## config.mk

```make
export PLATFORM = sky130hd
export DESIGN_NAME = analog_misc_config_regs
export DESIGN_NICKNAME = d
export VERILOG_FILES = /design/src/design/analog_misc_pkg.sv /design/src/design/analog_misc_config_regs.sv
export VERILOG_INCLUDE_DIRS = /design/src /design/src/design
export SDC_FILE = /design/constraint.sdc
export NUM_CORES = 1
export LEC_CHECK = 0
export BUFFER_PORTS_ARGS = -buffer_cell sky130_fd_sc_hd__buf_4
export CORE_ASPECT_RATIO = 1.75
export CORE_MARGIN = 3
export CORE_UTILIZATION = 45
export CTS_CLUSTER_DIAMETER = 60
export DETAILED_ROUTE_END_ITERATION = 12
export PLACE_DENSITY = 0.68
export SYNTH_ARGS = -nofsm -noshare
export SYNTH_HDL_FRONTEND = slang
export SYNTH_SLANG_ARGS = --single-unit
```

## constraint.sdc

```tcl
create_clock -name clk -period 3.3 [get_ports clk]
set_clock_uncertainty 0.1 [all_clocks]
set_input_delay 0.495 -clock clk [delete_from_list [all_inputs] [get_ports clk]]
set_output_delay 0.495 -clock clk [all_outputs]
set_load 0.05 [all_outputs]
```

## src/design/analog_misc_map.svh

```systemverilog
// register offsets, field positions and reset values of the analog support register bank
`ifndef ANALOG_MISC_MAP_SVH
`define ANALOG_MISC_MAP_SVH

// ***********************************************************
// register byte offsets
// ***********************************************************
`define CLK_CFG_ADDR   12'h02a
`define POS_ADDR_B0    12'h02c
`define POS_ADDR_B1    12'h02d
`define POS_ADDR_B2    12'h02e
`define FS_A_ADDR_LO   12'h030
`define FS_A_ADDR_HI   12'h031
`define FS_B_ADDR_LO   12'h032
`define FS_B_ADDR_HI   12'h033
`define REF_BYP_ADDR   12'h038
`define TS_CFG_ADDR    12'h03b

// ***********************************************************
// field positions
// ***********************************************************
`define CLK_PECL_BIT     2
`define STB_PECL_BIT     1
`define STB_INV_BIT      0
`define REF_BYP_BIT      0
`define TS_PECL_BIT      1
`define TS_EN_BIT        0

// ***********************************************************
// reset values and the recommended full-scale minimum
// ***********************************************************
`define CLK_CFG_RST    8'h00
`define POS_RST        24'h000000
`define FS_RST         16'ha000
`define FS_MIN_REC     16'h2000
`define REF_BYP_RST    8'h00
`define TS_CFG_RST     8'h00
`define RDATA_RST      8'h00

`endif

```

## src/design/analog_misc_pkg.sv

```systemverilog
// types shared by the analog support register bank
package analog_misc_pkg;

  // settings driven into the analog front end
  typedef struct packed {
    logic        clk_rx_lowv_pecl_sel;
    logic        strobe_rx_lowv_pecl_sel;
    logic        strobe_polarity_invert;
    logic [15:0] input_a_fullscale;
    logic [15:0] input_b_fullscale;
    logic        reference_bypass;
    logic        timestamp_rx_lowv_pecl_sel;
    logic        timestamp_rx_enable;
  } analog_cfg_s;

  // byte access from the serial control port decoder
  typedef struct packed {
    logic [11:0] addr;
    logic [7:0]  wdata;
    logic        wr;
    logic        rd;
  } reg_req_s;

endpackage : analog_misc_pkg

```

## src/design/analog_misc_config_regs.sv

```systemverilog
// analog support configuration and status register bank behind the serial control port
//
// Contract
// (RULE_01) bit 2 of clock_input_config selects low-voltage PECL for the sampling clock receiver.
// (RULE_02) bit 1 of clock_input_config selects low-voltage PECL for the strobe receiver.
// (RULE_03) bit 0 of clock_input_config inverts the strobe before alignment use.
// (RULE_04) read-only 24-bit strobe edge position relative to the sampling clock.
// (RULE_05) software reads the edge position to pick the strobe delay select.
// (RULE_06) 16-bit input A full-scale code, reset 0xa000, applied to input A.
// (RULE_07) separate input B full-scale code, same encoding, reset 0xa000.
// (RULE_08) software should not program full-scale codes below 0x2000.
// (RULE_09) bit 0 of reference_bypass selects the 1.1 V supply as reference.
// (RULE_10) bit 1 of timestamp_input_config selects low-voltage PECL for the timestamp receiver.
// (RULE_11) timestamp input enabled only while bit 0 of timestamp_input_config is set.
// (RULE_12) software picks the 4-bit delay select; zero selects automatic calibration.
// (RULE_13) read/write fields, reserved bits included, read back exactly as written.
`timescale 1ns/100ps
`include "analog_misc_map.svh"

module analog_misc_config_regs #(
  parameter int ADDR_W = 12,
  parameter int FS_W   = 16,
  parameter int POS_W  = 24
) (
  input  wire logic                      clk,
  input  wire logic                      rst,
  input  wire analog_misc_pkg::reg_req_s reg_req,
  output logic [7:0]                     reg_rdata,
  output logic                           reg_rvalid,
  input  wire logic                      pos_capture_valid,
  input  wire logic [POS_W-1:0]          pos_capture_value,
  input  wire logic                      strobe_in,
  output logic                           strobe_aligned,
  input  wire logic                      timestamp_in,
  output logic                           timestamp_gated,
  output analog_misc_pkg::analog_cfg_s   analog_cfg
);

  // ***********************************************************
  // elaboration checks
  // ***********************************************************
  if (ADDR_W != 12 || FS_W != 16 || POS_W != 24) begin : g_bad_param
    $error("analog_misc_config_regs: widths must be 12, 16 and 24");
  end

  // ***********************************************************
  // helpers
  // ***********************************************************
  function automatic logic [15:0] put_byte(input logic [15:0] word,
                                           input logic        hi,
                                           input logic [7:0]  b);
    put_byte = hi ? {b, word[7:0]} : {word[15:8], b};
  endfunction

  function automatic logic hit(input logic [11:0] a, input logic [11:0] ref_a);
    hit = (a == ref_a);
  endfunction

  // ***********************************************************
  // registers
  // ***********************************************************
  logic [7:0]       clk_cfg_q;
  logic [POS_W-1:0] pos_q;
  logic [FS_W-1:0]  fs_a_q;
  logic [FS_W-1:0]  fs_b_q;
  logic [7:0]       ref_byp_q;
  logic [7:0]       ts_cfg_q;
  logic [7:0]       rd_mux;
  logic             wr;
  logic [11:0]      wa;

  assign wr = reg_req.wr;
  assign wa = reg_req.addr;

  // whole byte kept so reserved bits read back as written
  always_ff @(posedge clk or posedge rst) begin
    if (rst) begin
      clk_cfg_q <= `CLK_CFG_RST;
    end else if (wr && hit(wa, `CLK_CFG_ADDR)) begin
      clk_cfg_q <= reg_req.wdata; // RULE_13
    end
  end

  // low byte at the lower offset; codes under the recommended minimum are still taken
  always_ff @(posedge clk or posedge rst) begin
    if (rst) begin
      fs_a_q <= `FS_RST; // RULE_06
    end else if (wr && (hit(wa, `FS_A_ADDR_LO) || hit(wa, `FS_A_ADDR_HI))) begin
      fs_a_q <= put_byte(fs_a_q, hit(wa, `FS_A_ADDR_HI), reg_req.wdata); // RULE_06
    end
  end

  always_ff @(posedge clk or posedge rst) begin
    if (rst) begin
      fs_b_q <= `FS_RST; // RULE_07
    end else if (wr && (hit(wa, `FS_B_ADDR_LO) || hit(wa, `FS_B_ADDR_HI))) begin
      fs_b_q <= put_byte(fs_b_q, hit(wa, `FS_B_ADDR_HI), reg_req.wdata); // RULE_07
    end
  end

  always_ff @(posedge clk or posedge rst) begin
    if (rst) begin
      ref_byp_q <= `REF_BYP_RST;
    end else if (wr && hit(wa, `REF_BYP_ADDR)) begin
      ref_byp_q <= reg_req.wdata; // RULE_13
    end
  end

  always_ff @(posedge clk or posedge rst) begin
    if (rst) begin
      ts_cfg_q <= `TS_CFG_RST; // RULE_11
    end else if (wr && hit(wa, `TS_CFG_ADDR)) begin
      ts_cfg_q <= reg_req.wdata; // RULE_13
    end
  end

  // position is status only: writes are ignored, capture strobe loads it
  always_ff @(posedge clk or posedge rst) begin
    if (rst) begin
      pos_q <= `POS_RST;
    end else if (pos_capture_valid) begin
      pos_q <= pos_capture_value; // RULE_04
    end
  end

  // ***********************************************************
  // read path
  // ***********************************************************
  always_comb begin
    rd_mux = `RDATA_RST;
    case (reg_req.addr)
      `CLK_CFG_ADDR: rd_mux = clk_cfg_q;
      `POS_ADDR_B0:  rd_mux = pos_q[7:0]; // RULE_04
      `POS_ADDR_B1:  rd_mux = pos_q[15:8];
      `POS_ADDR_B2:  rd_mux = pos_q[23:16];
      `FS_A_ADDR_LO: rd_mux = fs_a_q[7:0];
      `FS_A_ADDR_HI: rd_mux = fs_a_q[15:8];
      `FS_B_ADDR_LO: rd_mux = fs_b_q[7:0];
      `FS_B_ADDR_HI: rd_mux = fs_b_q[15:8];
      `REF_BYP_ADDR: rd_mux = ref_byp_q;
      `TS_CFG_ADDR:  rd_mux = ts_cfg_q;
      default:       rd_mux = `RDATA_RST;
    endcase
  end

  // read answers one cycle after the request; a same-cycle write is seen later
  always_ff @(posedge clk or posedge rst) begin
    if (rst) begin
      reg_rdata  <= `RDATA_RST;
      reg_rvalid <= 1'b0;
    end else begin
      reg_rvalid <= reg_req.rd;
      if (reg_req.rd) begin
        reg_rdata <= rd_mux; // RULE_13
      end
    end
  end

  // ***********************************************************
  // analog controls and conditioned inputs
  // ***********************************************************
  always_comb begin
    analog_cfg.clk_rx_lowv_pecl_sel       = clk_cfg_q[`CLK_PECL_BIT]; // RULE_01
    analog_cfg.strobe_rx_lowv_pecl_sel    = clk_cfg_q[`STB_PECL_BIT]; // RULE_02
    analog_cfg.strobe_polarity_invert     = clk_cfg_q[`STB_INV_BIT];  // RULE_03
    analog_cfg.input_a_fullscale          = fs_a_q;                   // RULE_06
    analog_cfg.input_b_fullscale          = fs_b_q;                   // RULE_07
    analog_cfg.reference_bypass           = ref_byp_q[`REF_BYP_BIT];  // RULE_09
    analog_cfg.timestamp_rx_lowv_pecl_sel = ts_cfg_q[`TS_PECL_BIT];   // RULE_10
    analog_cfg.timestamp_rx_enable        = ts_cfg_q[`TS_EN_BIT];     // RULE_11
  end

  always_ff @(posedge clk or posedge rst) begin
    if (rst) begin
      strobe_aligned <= 1'b0;
    end else begin
      strobe_aligned <= strobe_in ^ clk_cfg_q[`STB_INV_BIT]; // RULE_03
    end
  end

  // gating keeps a floating receiver from reaching the timestamp logic
  always_ff @(posedge clk or posedge rst) begin
    if (rst) begin
      timestamp_gated <= 1'b0;
    end else begin
      timestamp_gated <= timestamp_in & ts_cfg_q[`TS_EN_BIT]; // RULE_11
    end
  end
endmodule // analog_misc_config_regs

```

==> flow_summary.ini <==
[global_route]
met3_usage_pct = 4.18
gr-usage-met1_pct = 26.8
grt_pass1_vias = 3183
grt_max_degree = 50
use_met2_pct = 40.2
grt-ovfl-total = 0
grt-busiest-layer = met2
track_usage_pct = 22.8
grt_pass1_wl_mm = 18.1
antenna_found_initial = 0

[detailed_routing]
drt-initial-drc-count = 158
num_vias = 3004
drc_errors = 0
first_pass_iters = 4
wl_per_cell_um = 21.7
antenna_violating_nets_post_route = 0
wl_mm = 11.6
via_per_inst = 5.60

[die]
design.core.area_um2 = 9270
pin_count = 100
num_rows = 46
start_util_pct = 46.9
die-area_um2 = 10900
die_height_um = 136
dieWidth_um = 80.3

[clock_tree]
clock-root-buffer = clkbuf_16
clockBufferDepth = 2
clkTransAtPathRegs_ps = 60
numCtsBuffers = 9
post-cts-setup-buffers = 0
clock_latency_ps = 350
cts.sinks = 91
hold_buffers = 0
cts_tree = built
h-tree-depth = 3
post_cts_resized = 0

[cells_and_area]
diodes = 0
final_cell_mix = 103 x buf_4, 87 x dfrtp_1, 77 x mux2_2
mostFrequentLayoutCell = buf_4
fin_nets = 462
areaGrowthSynthToFinish_pct = 25.1
post-route-util_pct = 58.7
nFillCells = 774
drive_above_1_share_pct = 53.4
stdcell_area_um2 = 5440

[status]
run_status = complete, no violations

[worst_setup_path]
crit_arrival_ps = 2440
startpoint_type = primary input
path_class = in2reg
cp.required_ps = 3430
end_kind = register
critPathMaxFanout = 8

[synthesis]
yosys_warnings = 0
synth_area_um2 = 4350
synth_seq_cells = 91
synthDistinctLibCells = 51
synth_edf_count = 0
yosysSeqAreaShare_pct = 52.5
synthFlopType = dfrtp_1
avgSynthCellArea_um2 = 13.8
ys_async_sr_fraction_pct = 100
synth_fp_nets = 366
synthCells = 315

[power_and_ir_drop]
p_per_area_nw_per_um2 = 430
vdd.ir_drop.worst_uv = 393
power_leakage_nw = 2.61

[timing]
worst_pin_slew_ps = 914
hold_viol_final = 0
slew_viol_final = 0
fmax_mhz = 431
setup_tns_ps = 0
rsz0062_at_grt = no
slew_headroom_pct = 39.0
layout_min_cycle_time_ps = 2320
setup_viol = 0
whs_ps = 189
fin_crit_sh_pct = 70.3

[place]
place_area_um2 = 5170
place_congestion = 0.871
dp.final_hpwl_mm = 8.49
portBuffers = 99

[hold_path]
hp-class = in2reg

[run]
cap_violations = 0
path summary, 6_finish.rpt:
check                                       startpoint                  endpoint  slack (ps)  cells after the start
worst max-delay path                       reg_req[19]     fs_a_q[7]$_DFFE_PP0P_         980                      6
min in group asynchronous                          rst     fs_b_q[2]$_DFFE_PP0P_         230                      2
worst min-delay path                        reg_req[0]      reg_rvalid$_DFF_PP0_         190                      1
worst min register to register   pos_q[17]$_DFFE_PP0P_     pos_q[17]$_DFFE_PP0P_         400                      1
worst max register to register  fs_b_q[11]$_DFFE_PP0P_  reg_rdata[3]$_DFFE_PP0P_        1620                      4
max in group asynchronous                          rst    fs_a_q[15]$_DFFE_PP1P_        2090                      3
per-stage QoR:
stage	worst slack, ps	std cells	power [mW]
final	981	536	2.34
after global routing	849	536	2.43
after CTS	988	536	2.36
after detailed placement	620	520	1.41
after global placement	628	520	1.40
after floorplan	348	315	1.30
layer usage:
metal / wire length [um] / vias to the layer above
met4: 315 / 0
met3: 459 / 20
met1: 4330 / 1526
met5: 0 / -
met2: 6520 / 78
li1: - / 1380
power breakdown:
| part | switching, mW | internal (mW) |
|---|---|---|
| clock | 0.424 | 0.533 |
| combinational | 0.119 | 0.0987 |
| sequential | 0.0167 | 1.15 |
final cells by class:
class | count | area (um^2) | area share (%)
inverter | 5 | 20.0 | 0.368
timing repair buffer | 104 | 793 | 14.6
multi-input combinational | 200 | 1920 | 35.3
sequential | 91 | 2280 | 41.9
clock buffer | 13 | 250 | 4.60
tap | 120 | 150 | 2.76
clock inverter | 3 | 23.8 | 0.437
critical path, stage by stage:
cell	delay (ps)
buf_4	120
nor4_4	500
and4_1	500
and2_4	350
nand2_8	130
mux2_4	330
flip-flops by register name, indices dropped and copies added, names as in the netlist:
name,flops
clk_cfg_q,8
fs_a_q,16
reg_rvalid,1
strobe_aligned,1
fs_b_q,16
ref_byp_q,8
pos_q,24
reg_rdata,8
timestamp_gated,1
ts_cfg_q,8
cell families (layout without fill, tap and decap cells):
kind of cell    after synthesis  count (layout)  synth area share (%)
simple gates                 49              49                  8.57
xor+xnor                      1               1                 0.201
compound gates               53              53                  8.95
mux                          97              97                  26.5
flops                        91              91                  52.5
buf+inv                      24             125                  3.34
cells in the mapped netlist (2+ instances only):
cell type | number | share of area (%)
dfrtp_1 | 87 | 50
a22oi_1 | 17 | 2.9
nor3_1 | 2 | 0.23
mux2_2 | 77 | 20
and2_1 | 2 | 0.29
nand4_2 | 3 | 0.86
o21ai_0 | 5 | 0.58
o2bb2ai_1 | 6 | 1.2
nand4_1 | 3 | 0.43
dfstp_2 | 4 | 2.4
nor2_1 | 5 | 0.43
clkinv_1 | 2 | 0.17
inv_1 | 3 | 0.26
mux2_4 | 9 | 3.1
a22o_1 | 4 | 0.81
buf_6 | 3 | 0.78
a32oi_1 | 2 | 0.40
nand2_1 | 11 | 0.95
nand3_1 | 2 | 0.23
buf_2 | 4 | 0.46
a21oi_1 | 5 | 0.58
buf_4 | 7 | 1.2
a221oi_1 | 2 | 0.40
mux2i_1 | 7 | 1.6
and4_1 | 2 | 0.40
nand2_8 | 4 | 1.8
nor3b_1 | 2 | 0.35
nor2b_1 | 3 | 0.43
o22ai_1 | 6 | 0.86
clkbuf_1 | 3 | 0.26
mux4_2 | 3 | 1.6
Note: power is estimated with default switching activity, not from simulation.
